--- src/inc/sdr_pkg.sv ---
// register map, field layout, reset values and state carrier
package sdr_pkg;

    // register indices; byte address is four times the index
    localparam logic [7:0] IDX_STCTRL = 8'h16; // self-test control
    localparam logic [7:0] IDX_ERRGAP = 8'h1b; // error count and gap
    localparam logic [7:0] IDX_PKTLEN = 8'h1c; // packet length
    localparam logic [7:0] IDX_DIAG   = 8'h1e; // cable diagnostics
    localparam logic [7:0] IDX_RSTCTL = 8'h1f; // reset control
    localparam logic [7:0] IDX_IRQSTS = 8'h20; // event status, w1c
    localparam logic [7:0] IDX_IRQMSK = 8'h21; // event mask

    // field positions
    localparam int ERR_LO     = 8;  // error count low bit
    localparam int ERR_CLR    = 15; // capture and clear
    localparam int CTL_LOCKA  = 0;  // lock strobe a
    localparam int CTL_LOCKB  = 1;  // lock strobe b
    localparam int CTL_MODE   = 2;  // count mode
    localparam int CTL_LOCKED = 3;  // lock status
    localparam int DG_START   = 15; // diagnostic start
    localparam int DG_QLO     = 8;  // link quality low bit
    localparam int DG_DONE    = 1;  // diagnostic done
    localparam int DG_FAIL    = 0;  // diagnostic fail
    localparam int RC_RESET   = 15; // software reset
    localparam int RC_RESTART = 14; // software restart
    localparam int EV_DONE    = 0;  // event: diag done
    localparam int EV_FAIL    = 1;  // event: diag fail
    localparam int EV_SAT     = 2;  // event: counter full

    // reset values and limits
    localparam logic [7:0]  GAP_RST = 8'h7d;   // 125 bytes
    localparam logic [10:0] LEN_RST = 11'h5dc; // 1500 bytes
    localparam logic [7:0]  CNT_MAX = 8'hff;   // counter ceiling

    // result of the cable measurement engine
    typedef struct packed {
        logic       done;    // one-cycle completion pulse
        logic       fail;    // failure flag, valid with done
        logic [1:0] quality; // link quality code
    } sdr_diag_s;

    // whole state of the register bank
    typedef struct packed {
        logic [7:0]  cnt;   // running error counter
        logic [7:0]  snap;  // frozen count for software
        logic        lock;  // software sees the snapshot
        logic        mode;  // 0: saturate, 1: wrap
        logic [7:0]  gap;   // inter-packet gap bytes
        logic [10:0] len;   // packet length bytes
        logic        start; // diagnostic running
        logic        done;  // diagnostic done
        logic        fail;  // diagnostic failed
        logic [1:0]  qual;  // latched link quality
        logic [2:0]  sts;   // sticky events
        logic [2:0]  msk;   // event mask
        logic        irq;   // interrupt line
        logic [31:0] rdata; // apb read data
        logic        rdy;   // apb ready
        logic        err;   // apb slave error
        logic        rstP;  // soft reset pulse
        logic        rstrP; // restart pulse
    } sdr_state_s;

    localparam sdr_state_s ST_RST = '{
        cnt: 8'h00, snap: 8'h00, lock: 1'b0, mode: 1'b0,
        gap: GAP_RST, len: LEN_RST, start: 1'b0, done: 1'b0,
        fail: 1'b0, qual: 2'b00, sts: 3'h0, msk: 3'h0, irq: 1'b0,
        rdata: 32'h0000_0000, rdy: 1'b0, err: 1'b0, rstP: 1'b0,
        rstrP: 1'b0
    };

endpackage

--- src/rtl/sdr_regs.sv ---
// Our own choice: the APB interface to the registers.
`timescale 1ns/1ps
// Contract
// upper byte reports erroneous checker byte count
// write to control bits 0/1 freezes count
// count mode zero saturates counter at ff
// bit 15 write captures count, clears counter
// generator gap from low byte, reset 125
// packet length 11-bit field, reset 1500
// reserved bits ignore writes, read zero
// diagnostic runs only while start set
// start clears when done indication sets
// link quality 01 good, 10 mid, 11 poor
// quality valid only while link is up; no link input here, the latched quality reads at any time
// done bit reads one after measurement completes
// fail bit reads one after failed measurement
// software reset acts like hardware reset
// software restart resets circuitry, keeps registers
// self-clearing reset bits read back zero
module sdr_regs
    import sdr_pkg::*;
(
    // clock, reset, enable
    input  wire logic        sys_clk,
    input  wire logic        arst_n,
    input  wire logic        ce,
    // apb slave
    input  wire logic        psel,
    input  wire logic        penable,
    input  wire logic        pwrite,
    input  wire logic [9:0]  paddr,
    input  wire logic [31:0] pwdata,
    output logic [31:0]      prdata,
    output logic             pready,
    output logic             pslverr,
    // prbs checker
    input  wire logic        prbsErrByte,
    // cable measurement engine
    input  wire sdr_diag_s   diagIn,
    output logic             diagRun,
    // packet generator
    output logic [7:0]       gapBytes,
    output logic [10:0]      pktLen,
    // reset lines and interrupt
    output logic             swResetPulse,
    output logic             swRestartPulse,
    output logic             irq
);

    ////////////////////////////////////////////////////////////////
    // register map at a glance, word index then fields
    //   16 self-test control: lock strobes 1:0, mode 2, lock flag 3
    //   1b error count 15:8 read-only, gap 7:0, bit 15 captures
    //   1c packet length 10:0, upper bits read zero
    //   1e diagnostics: start 15, quality 9:8, done 1, fail 0
    //   1f reset control: soft reset 15, restart 14, reads zero
    //   20 sticky events, write one to clear
    //   21 event mask, same layout as the events
    // event bits: 0 diagnostic done, 1 diagnostic failed,
    // 2 error counter reached its ceiling
    // every word is 32 bits wide on the bus; only the low 16
    // carry fields, the rest always read as zero
    // the bus is answered after one wait-free access phase;
    // read data comes from a flop, so decode depth never sets
    // the timing of prdata

    ////////////////////////////////////////////////////////////////
    // address decode helpers

    // word index of a byte address
    function automatic logic [7:0] regIdx(input logic [9:0] a);
        regIdx = a[9:2];
    endfunction

    // true when the index names a mapped register
    function automatic logic isMapped(input logic [7:0] i);
        isMapped = (i == IDX_STCTRL) || (i == IDX_ERRGAP) ||
                   (i == IDX_PKTLEN) || (i == IDX_DIAG) ||
                   (i == IDX_RSTCTL) || (i == IDX_IRQSTS) ||
                   (i == IDX_IRQMSK);
    endfunction

    sdr_state_s st_r;   // registered state
    sdr_state_s st_nxt; // next state

    logic       setup;  // apb setup cycle
    logic       commit; // access edge with ready high
    logic [7:0] idx;    // decoded register index
    logic       wrOk;   // committed write to mapped word
    logic [2:0] ev;     // events this cycle
    logic [7:0] view;   // count shown to software

    assign setup  = psel && !penable && !st_r.rdy;
    assign commit = psel && penable && st_r.rdy;
    assign idx    = regIdx(paddr);
    assign wrOk   = commit && pwrite && !st_r.err;
    // frozen value wins while locked
    assign view   = st_r.lock ? st_r.snap : st_r.cnt;

    ////////////////////////////////////////////////////////////////
    // next-state logic
    // later assignments override earlier ones on purpose:
    //   counter step, then engine result, then bus access,
    //   then sticky events, and a soft reset last of all
    // so a capture-and-clear beats an error byte in the same
    // cycle, and a soft reset beats every other write effect
    // limitation: a start write landing with a done pulse
    // begins a new run and clears that done and fail; its quality and events are kept
    always_comb
    begin
        st_nxt = st_r;
        st_nxt.rstP  = 1'b0;
        st_nxt.rstrP = 1'b0;
        ev = 3'h0;

        // prbs error counter
        if (prbsErrByte)
        begin
            // saturate in mode zero
            if (st_r.cnt == CNT_MAX && !st_r.mode)
                st_nxt.cnt = CNT_MAX;
            else
                st_nxt.cnt = st_r.cnt + 8'h01;
            // first touch of the ceiling is an event
            if (st_r.cnt == (CNT_MAX - 8'h01))
                ev[EV_SAT] = 1'b1;
        end

        // cable engine result
        if (st_r.start && diagIn.done)
        begin
            // latch completion
            st_nxt.done = 1'b1;
            // latch failure
            st_nxt.fail = diagIn.fail;
            st_nxt.qual = diagIn.quality;
            // start falls with done
            st_nxt.start = 1'b0;
            ev[EV_DONE] = 1'b1;
            ev[EV_FAIL] = diagIn.fail;
        end

        // apb: answer one cycle after setup, data from a flop
        st_nxt.rdy = setup;
        if (setup)
        begin
            st_nxt.err   = !isMapped(idx) || (paddr[1:0] != 2'b00);
            st_nxt.rdata = 32'h0000_0000;
            // unlisted bits stay zero
            unique case (idx)
                IDX_STCTRL:
                begin
                    st_nxt.rdata[CTL_MODE]   = st_r.mode;
                    st_nxt.rdata[CTL_LOCKED] = st_r.lock;
                end
                // count in the upper byte
                IDX_ERRGAP:
                    st_nxt.rdata[15:0] = {view, st_r.gap};
                IDX_PKTLEN:
                    st_nxt.rdata[10:0] = st_r.len;
                IDX_DIAG:
                begin
                    st_nxt.rdata[DG_START] = st_r.start;
                    // quality code as measured
                    st_nxt.rdata[DG_QLO+1:DG_QLO] = st_r.qual;
                    st_nxt.rdata[DG_DONE] = st_r.done;
                    st_nxt.rdata[DG_FAIL] = st_r.fail;
                end
                // reset bits always read zero
                IDX_RSTCTL:
                    st_nxt.rdata = 32'h0000_0000;
                IDX_IRQSTS:
                    st_nxt.rdata[2:0] = st_r.sts;
                IDX_IRQMSK:
                    st_nxt.rdata[2:0] = st_r.msk;
                default:
                    st_nxt.rdata = 32'h0000_0000;
            endcase
        end

        // software writes at the access edge
        if (wrOk)
        begin
            unique case (idx)
                IDX_STCTRL:
                begin
                    st_nxt.mode = pwdata[CTL_MODE];
                    // either strobe freezes the view
                    if (pwdata[CTL_LOCKA] || pwdata[CTL_LOCKB])
                    begin
                        st_nxt.lock = 1'b1;
                        st_nxt.snap = st_r.cnt;
                    end
                    else
                        st_nxt.lock = 1'b0;
                end
                IDX_ERRGAP:
                begin
                    // gap for the generator
                    st_nxt.gap = pwdata[7:0];
                    // capture then clear the counter
                    if (pwdata[ERR_CLR])
                    begin
                        st_nxt.snap = st_r.cnt;
                        st_nxt.lock = 1'b1;
                        st_nxt.cnt  = 8'h00;
                    end
                end
                // 11-bit length, upper bits dropped
                IDX_PKTLEN:
                    st_nxt.len = pwdata[10:0];
                IDX_DIAG:
                begin
                    // start launches, zero stops
                    st_nxt.start = pwdata[DG_START];
                    // a new run drops the old verdict
                    if (pwdata[DG_START])
                    begin
                        st_nxt.done = 1'b0;
                        st_nxt.fail = 1'b0;
                    end
                end
                IDX_RSTCTL:
                begin
                    // pulse only, registers kept
                    st_nxt.rstrP = pwdata[RC_RESTART];
                end
                IDX_IRQMSK:
                    st_nxt.msk = pwdata[2:0];
                default:
                    st_nxt.msk = st_r.msk;
            endcase
        end

        // sticky events; a fresh event beats a w1c clear
        if (wrOk && idx == IDX_IRQSTS)
            st_nxt.sts = (st_r.sts & ~pwdata[2:0]) | ev;
        else
            st_nxt.sts = st_r.sts | ev;
        st_nxt.irq = |(st_nxt.sts & st_nxt.msk);

        // whole bank back to reset values, pulse out
        if (wrOk && idx == IDX_RSTCTL && pwdata[RC_RESET])
        begin
            st_nxt      = ST_RST;
            st_nxt.rstP = 1'b1;
        end
    end

    ////////////////////////////////////////////////////////////////
    // state register; enable low freezes everything
    // the whole bank sits in one struct, so a frozen enable
    // also holds a pending bus answer; the master simply waits
    // reset values come from one constant shared with soft reset
    always_ff @(posedge sys_clk or negedge arst_n)
    begin
        if (!arst_n)
            st_r <= ST_RST;
        else if (ce)
            st_r <= st_nxt;
    end

    ////////////////////////////////////////////////////////////////
    // outputs straight from the state flops
    assign prdata         = st_r.rdata;
    assign pready         = st_r.rdy;
    assign pslverr        = st_r.err;
    // engine active only while start holds
    assign diagRun        = st_r.start;
    assign gapBytes       = st_r.gap;
    assign pktLen         = st_r.len;
    assign swResetPulse   = st_r.rstP;
    assign swRestartPulse = st_r.rstrP;
    assign irq            = st_r.irq;
endmodule

--- config.mk ---
export PLATFORM = sky130hd
export DESIGN_NAME = sdr_regs
export DESIGN_NICKNAME = d
export VERILOG_FILES = /design/src/inc/sdr_pkg.sv /design/src/rtl/sdr_regs.sv
export SDC_FILE = /design/constraint.sdc
export NUM_CORES = 1
export LEC_CHECK = 0
export ABC_AREA = 0
export ABC_CLOCK_PERIOD_IN_PS = 2900
export BUFFER_PORTS_ARGS = -buffer_cell sky130_fd_sc_hd__buf_2
export CAP_MARGIN = 40
export CORE_ASPECT_RATIO = 0.8
export CORE_MARGIN = 4
export CORE_UTILIZATION = 53
export DETAILED_ROUTE_END_ITERATION = 10
export PLACE_DENSITY = 0.8
export SLEW_MARGIN = 30
export SYNTH_ARGS = -nofsm -noshare
export SYNTH_HDL_FRONTEND = slang
export SYNTH_SLANG_ARGS = --single-unit
export TNS_END_PERCENT = 50
--- constraint.sdc ---
create_clock -name sys_clk -period 2.9 [get_ports sys_clk]
set_clock_uncertainty 0.15 [all_clocks]
set_input_delay 0.29 -clock sys_clk [delete_from_list [all_inputs] [get_ports sys_clk]]
set_output_delay 0.29 -clock sys_clk [all_outputs]
set_load 0.005 [all_outputs]
* Yosys cells after proc, flatten, opt, wreduce, memory -nomap -nowiden *
Cells that the tools add are included.

storage, ports and cells
  input bits = 53
  logic and storage cells = 109
  bits in registers = 85
  output and inout bits = 57

operators by class
  equal/unequal tests = 11
  muxes and demuxes = 34
  bitwise operators = 5
  add/sub/neg operators = 1
  reduce and logical (&&, ||, !) cells = 40

operators with widths
  kind                                                             count
  85-bit 2-to-1 mux                                                1
  8-bit 2-to-1 mux                                                 6
  8-bit by 5-bit == test with 1-bit output, second input constant  5
  40-bit 2-to-1 mux                                                1
  32-bit 2-to-1 mux                                                1
  9-bit case mux with 2 select lines                               1
  17-bit 2-to-1 mux                                                1
  8-bit by 6-bit == test with 1-bit output, second input constant  2
  8-bit == test, second input constant                             2
  2-bit nonzero test                                               7
  3-bit 2-to-1 mux                                                 4
  1-bit logical AND                                                11
  11-bit 2-to-1 mux                                                1
  2-bit case mux with 5 select lines                               1
  3-bit AND reduction                                              3
  8-bit by 1-bit adder with 8-bit output, second input constant    1
  1-bit logical OR                                                 8
  4-bit case mux with 2 select lines                               1
  1-bit 2-to-1 mux                                                 7
  3-bit bitwise AND                                                2
  3-bit bitwise OR                                                 2
  2-bit case mux with 3 select lines                               1
  1-bit logical NOT                                                5
  5-bit 2-to-1 mux                                                 1
  other kinds (13)                                                 16

* Longest topological paths before layout *
Gate-level depths: netlist of the first run.

  depth in word-level cells = 11
  gate-level depth with buffers = 6
  depth with buffers taken out = 6

* Worst setup path after synthesis of the first run *
No wires, ideal clock.

  path type = input to register
  from = input paddr[7]
  to = register st_r, in the netlist pktLen[10]
  path slack = 0.498 ns
  arrival = 2.170 ns
  stages on the path = 6
  setup time = 0.082 ns
  path buffers = 1
  data required time = 2.668 ns
  path through = or4b_4 > nor4_4 > nand3_4 > a21oi_1 > buf_4 > mux2_2

between the ends
  cells in the longest elaborated chain, start to end = 5
  elaborated cells between the ends (all ways) = 8
  those cells by class = eq/ne (2); mux (1); reduce/logical (5)

RTL lines
  element                                   line             RTL
  start: declaration                        sdr_regs.sv:31   input wire logic [9:0] paddr,
  8-bit by 5-bit == test with 1-bit output  sdr_regs.sv:243  if (wrOk && idx == IDX_RSTCTL && pwdata[RC_RESET])
  1-bit logical AND (2 in series)           sdr_regs.sv:243
  2-bit nonzero test (no line)              -
  3-bit AND reduction (no line)             -
  end signal: assignment                    sdr_regs.sv:260  st_r <= st_nxt;
  end: declaration                          sdr_regs.sv:83   sdr_state_s st_r;

Several ways; a longest one is shown, not always the timed one.
A chain may end at the register's enable or synchronous reset.

* Worst setup path after layout of the first run *
  from = register st_r, in the netlist pslverr
  to = register st_r, in the netlist pktLen[7]

between the ends
  cells in the longest elaborated chain, start to end = 6
  elaborated cells between the ends (all ways) = 8
  those cells by class = mux (1); reduce/logical (7)

RTL lines
  element                          line             RTL
  1-bit logical NOT (*)            sdr_regs.sv:96   assign wrOk = commit && pwrite && !st_r.err;
  1-bit logical AND (*)            sdr_regs.sv:96
  1-bit logical AND (2 in series)  sdr_regs.sv:243
  2-bit nonzero test (no line)     -
  3-bit AND reduction (no line)    -

Mark *: on every way between the ends. The rest lies on a longest branch, timed or not.

==> results of run 1 <==
worst max-delay path: cells and delay by family (launching register included):
family	cells	cell delay (ps)
AND/OR/NAND/NOR	3	700
buffers and inverters	2	450
flip-flops	1	410
multiplexers	1	350
AO/OA/AOI/OAI	1	280
cells in the final DEF (no fill, tap or decap), drive strengths merged, types with 5 or more instances in the layout:
| cell | synthesis | layout |
|---|---|---|
| buf | 56 | 91 |
| dfrtp | 56 | 56 |
| nand2 | 32 | 32 |
| mux2i | 25 | 25 |
| inv | 24 | 24 |
| o21ai | 24 | 24 |
| nor2 | 19 | 19 |
| o2bb2ai | 17 | 17 |
| conb | 1 | 16 |
| a21oi | 15 | 15 |
| nand4 | 13 | 13 |
| dfstp | 13 | 13 |
| nand3 | 12 | 12 |
| clkbuf | 14 | 10 |
| a22o | 9 | 9 |
| mux2 | 8 | 8 |
| a32o | 6 | 6 |
| o22a | 6 | 6 |
| a22oi | 5 | 5 |
| nor3 | 5 | 5 |
| a221o | 5 | 5 |
path summary, 6_finish.rpt:
| check | startpoint | end | slack (ps) | cells after the start |
|---|---|---|---|---|
| worst max-delay path | pslverr$_DFFE_PN0P_ | pktLen[7]$_DFFE_PN1P_ | 500 | 7 |
| worst min-delay path | pwdata[6] | gapBytes[6]$_DFFE_PN1P_ | 20 | 2 |
| worst max register to register | pslverr$_DFFE_PN0P_ | pktLen[7]$_DFFE_PN1P_ | 500 | 7 |
| worst min register to register | prdata[6]$_DFFE_PN0P_ | prdata[6]$_DFFE_PN0P_ | 340 | 1 |
| max in group asynchronous | arst_n | pktLen[7]$_DFFE_PN1P_ | 1520 | 3 |
| min in group asynchronous | arst_n | pktLen[0]$_DFFE_PN0P_ | 310 | 2 |
layout make-up:
class / count / share of cell area
clock buffers: 10 / 0.0279
clock inverters: 6 / 0.0246
inverters: 24 / 0.0197
multi-input cells: 271 / 0.403
flip-flops and latches: 69 / 0.381
well taps: 105 / 0.0287
repair buffers: 94 / 0.115
through the flow:
stage	cell area [µm²]	setup slack [ps]	hold WS, ps	total power [mW]
after CTS	4570	501	7.37	2.13
after detailed placement	4300	210	171	1.17
after floorplan	4130	498	-156	1.10
after global routing	4580	361	3.46	2.21
final	4580	500	18.3	2.11
after global placement	4300	271	163	1.17
metal layers:
metal	share of wire	routed length, µm	up-vias	global-route usage
li1	-	-	1573	-
met1	0.47	4730	1692	0.336
met2	0.45	4530	163	0.351
met3	0.076	769	13	0.0558
met4	0.010	106	0	0.0588
met5	0	0	-	0
power by group through the flow:
stage	Clock, mW	Sequential, mW	Combinational [mW]
after floorplan	0	1.01	0.0946
after global placement	0	1.01	0.152
after detailed placement	0	1.01	0.157
after CTS	0.973	0.997	0.161
after global routing	1.02	1.00	0.182
final	0.953	0.997	0.163
kinds of logic after synthesis:
family | count (synthesis) | share of synthesized area
buffers and inverters | 94 | 0.135
AND/OR/NAND/NOR | 109 | 0.145
other | 1 | 0.000920
flip-flops | 69 | 0.427
adder cells (fa/ha/maj) | 2 | 0.00614
AO/OA/AOI/OAI | 111 | 0.203
multiplexers | 33 | 0.0835
state kept, by name, summed over array words and instances (netlist names), 8 cells and up:
signal and flops:
st_r 28, gapBytes 8, prdata 16, pktLen 11
timing repair:
action / 4_1_cts / 5_1_grt
resized for setup: 0 / 0
endpoints found under the hold margin: 22 / 0
hold buffers: 3 / 0
setup endpoints to repair: 0 / 0
==> metrics.cfg, run 1 <==
[status]
status = finished, final reports clean

[logic_synthesis]
synth-seq-cells = 69
syn_avg_cell_area_um2 = 9.73
yosys-top-cells-area = dfrtp_1 34%, buf_4 9.6%, dfstp_2 8.4%
yosysMostFrequentCell = dfrtp_1
synth_top_cell_by_area = dfrtp_1
synth-main-ff-cell = dfrtp_1
synth_edf_count = 0
async_flop_share = 1.00
synth_area_mm2 = 0.00408
synthDistinctLibCells = 56
synthCells = 419
yosysSeqAreaShare = 0.427
synth_top_area_frac = 0.344
ys_warn_count = 0
ys_top_cells_by_count = 56 x dfrtp_1, 52 x buf_4, 32 x nand2_1, 25 x mux2i_1

[setup_path]
worstSetupPathType = register to register
endpoint_kind = register
crit_arrival_ps = 2530
worstPathMaxFanout = 10
critical_path.most_common_cell = buf_4
critPathSlowestCell = dfrtp_1
critPathLaunchType = register
path_cells = nand3b_1 -> nor4_4 -> buf_4 -> nand3_4 -> a21oi_1 -> buf_4 -> mux2_2
crit_path_max_incr_delay_ps = 410
crit_required_ps = 3030

[clock_network]
path_clk_slew_ps = 80
htreeDepth = 3
cts_setup_buffers = 0
cts_made_buffers = 9
clk_path_buf_depth = 2
insertion_delay_ps = 350
cts_tree = done
cts_num_sinks = 69
cts-root-buf = clkbuf_8

[grt]
grt-ovfl-total = 0
grt_pass1_vias = 3220
grt_max_degree = 26
grt_pass1_wl_um = 16700
grt_usage = 0.231
antenna_found_initial = 0

[power_and_ir_drop]
p_leak_nw = 2.20
power_density_mw_per_mm2 = 462
ir_drop_v = 0.000351
pwr-share-comb = 0.077
p_seq_frac = 0.472
clock_power_share = 0.451
intPower_mw = 1.61
netSwitchingFraction = 0.238
p_sw_mw = 0.503

[place]
hpwlAfterDp_um = 7490
dp.cells = 559
place_congestion = 0.898
port_buffers = 74

[die]
start_util = 0.549
io_pins = 110
die_area_mm2 = 0.00917
dieHeight_um = 86.5
num_rows = 28
die_w_um = 106
core_area_mm2 = 0.00743

[timing]
max_clock_freq_mhz = 417
maxSlewHeadroom = 0.494
finalCritPeriodShare = 0.828
grt_setup_unrepaired = false
hold_viol = 0
worst_pin_slew_ps = 754
setup-tns-final_ps = 0
drv_slew = 0
post-route-min-period_ps = 2400
setup_viol = 0

[finish]
diodes = 0
nNetsFinal = 524
regArea_mm2 = 0.00174
num-fill-cells = 637
finalNonFillerCells = 579
syn2layout_area_growth_pct = 12.2
fin_util = 0.616
multi_input_area_mm2 = 0.00185
drive_above_1_share = 0.285

[detailed_routing]
drt_iter0_markers = 259
drt-total-wl_um = 10100
wl_per_cell_um = 17.5
post_drt_via_cell_ratio = 5.94
dr.pass1.iters = 7
drc_errors = 0
drt.antenna.violating_nets = 0
via_count = 3441

[run]
max_cap_violations = 0

[worst_hold_path]
min_path_type = input pin to register

No activity file was read; power rests on OpenSTA's default activity.
==> run 2: changes to the inputs <==
Settings changed: ABC_CLOCK_PERIOD_IN_PS 2900 to 2100, CORE_UTILIZATION 53 to 48, PLACE_DENSITY 0.8 to 0.77.
Clock period 2.9 ns to 2.1 ns, I/O delays scaled along.
==> metrics.cfg, run 2 (synthesis gave the netlist of run 1 again) <==
[status]
status = finished, final reports clean

[finish]
mostFrequentLayoutCell = buf_2
multi_input_area_mm2 = 0.00186
num-fill-cells = 660
fin_util = 0.608
regArea_mm2 = 0.00174
largest_register_ffs = 28
diodes = 0
nNetsFinal = 564
syn2layout_area_growth_pct = 20.7
top_register = st_r
drive_above_1_share = 0.331
mostFrequentLayoutCells = 74 x buf_2, 56 x dfrtp_1, 45 x buf_4
finalNonFillerCells = 622

[clock_network]
htreeDepth = 3
cts_made_buffers = 9
path_clk_slew_ps = 70
cts_num_sinks = 69
clk_path_buf_depth = 2
cts_tree = done
insertion_delay_ps = 340
cts_setup_buffers = 0
cts-root-buf = clkbuf_8

[detailed_routing]
drt-total-wl_um = 10900
wl_per_cell_um = 17.6
drt.antenna.violating_nets = 0
dr.pass1.iters = 5
drc_errors = 0
drt_iter0_markers = 252
post_drt_via_cell_ratio = 5.77
via_count = 3589

[grt]
grt_pass1_vias = 3672
grt_max_degree = 48
antenna_found_initial = 1
grt_pass1_wl_um = 18500
grt_usage = 0.227
grt-ovfl-total = 0

[worst_hold_path]
hold_depth = 3
min_path_type = input pin to register

[setup_path]
crit_required_ps = 2220
crit_arrival_ps = 2160
reg2reg_depth = 6
worstSetupPathType = register to register
endpoint_kind = register
critPathLaunchType = register
worstPathMaxFanout = 8

[place]
pre_cts_ws_ps = -205
hpwlAfterDp_um = 8060
port_buffers = 74
dp.cells = 593
place_congestion = 0.913

[power_and_ir_drop]
ir_drop_v = 0.000336
power_density_mw_per_mm2 = 575
power_mw = 2.83
p_leak_nw = 2.38

[timing]
worst_pin_slew_ps = 674
finalCritPeriodShare = 0.975
maxSlewHeadroom = 0.548
setup_viol = 0
grt_setup_unrepaired = true
drv_slew = 0
worst_slack_ps = 53.4
post-route-min-period_ps = 2050
max_clock_freq_mhz = 489
hold_viol = 0

[die]
num_rows = 29
dieHeight_um = 90.4
core_area_mm2 = 0.00809
io_pins = 110
start_util = 0.504
die_area_mm2 = 0.0100
die_w_um = 111

[run]
max_cap_violations = 0

==> run 2: cell count changes in the layout (fill, tap and decap cells not counted), moves of 2 or more <==
cell	previous run	this run
buf_12	0	2
a21oi_2	0	2
and3_1	4	2
a21oi_1	15	13
dlygate4sd3_1	3	13
buf_4	16	45
==> run 2: final cells by class <==
type                            instances  share of cell area
Tap cell                              108              0.0274
Clock inverter                          6              0.0178
Inverter                               24              0.0183
Sequential cell                        69               0.354
Multi-Input combinational cell        271               0.378
Clock buffer                           10              0.0259
Timing Repair Buffer                  134               0.178
==> run 2: final timing paths <==
check                      slack [ps]                     to             startpoint
max reg2reg                        50   st_r[72]$_DFFE_PN0P_    pslverr$_DFFE_PN0P_
max                                50   st_r[72]$_DFFE_PN0P_    pslverr$_DFFE_PN0P_
min reg2reg                       340  prdata[4]$_DFFE_PN0P_  prdata[4]$_DFFE_PN0P_
min                                30   st_r[41]$_DFFE_PN0P_              diagIn[2]
max in group asynchronous         870  pktLen[7]$_DFFE_PN1P_                 arst_n
min in group asynchronous         230  prdata[0]$_DFFE_PN0P_                 arst_n
==> run 2: report_power, final <==
part	internal [mW]	total (mW)	leakage, nW	switching (mW)
combinational	0.116	0.271	1.45	0.155
clock	0.669	1.18	0.110	0.514
sequential	1.35	1.38	0.820	0.0274
==> run 2: timing repair <==
item | 4_1_cts | 5_1_grt
resized for setup | 1 | 4
hold buffers | 13 | 0
hold endpoints to repair | 32 | 0
pin swaps | 1 | 0
setup endpoints to repair | 34 | 25
==> run 2: metal layers <==
metal / track usage / share of wire / vias up
li1: - / - / 1649
met1: 0.311 / 0.45 / 1744
met2: 0.346 / 0.44 / 177
met3: 0.0770 / 0.095 / 17
met4: 0.0567 / 0.011 / 2
met5: 0 / 0.0012 / -
==> run 2: worst max-delay path, stage by stage, from the launching register on <==
cell and delay, ps:
dfrtp_1 380, nand3b_1 260, nor4_4 290, nand3_4 160, a311oi_4 360, buf_12 180, mux2i_1 190
==> run 2: metrics by stage <==
step	setup TNS, ps	hold slack, ps	cell area, µm²
after detailed placement	-8070	84.2	4560
after global placement	-6590	74.4	4560
after global routing	-47.7	26.6	4920
after CTS	0	3.93	4910
final	0	31.6	4920
after floorplan	-2310	-236	4140
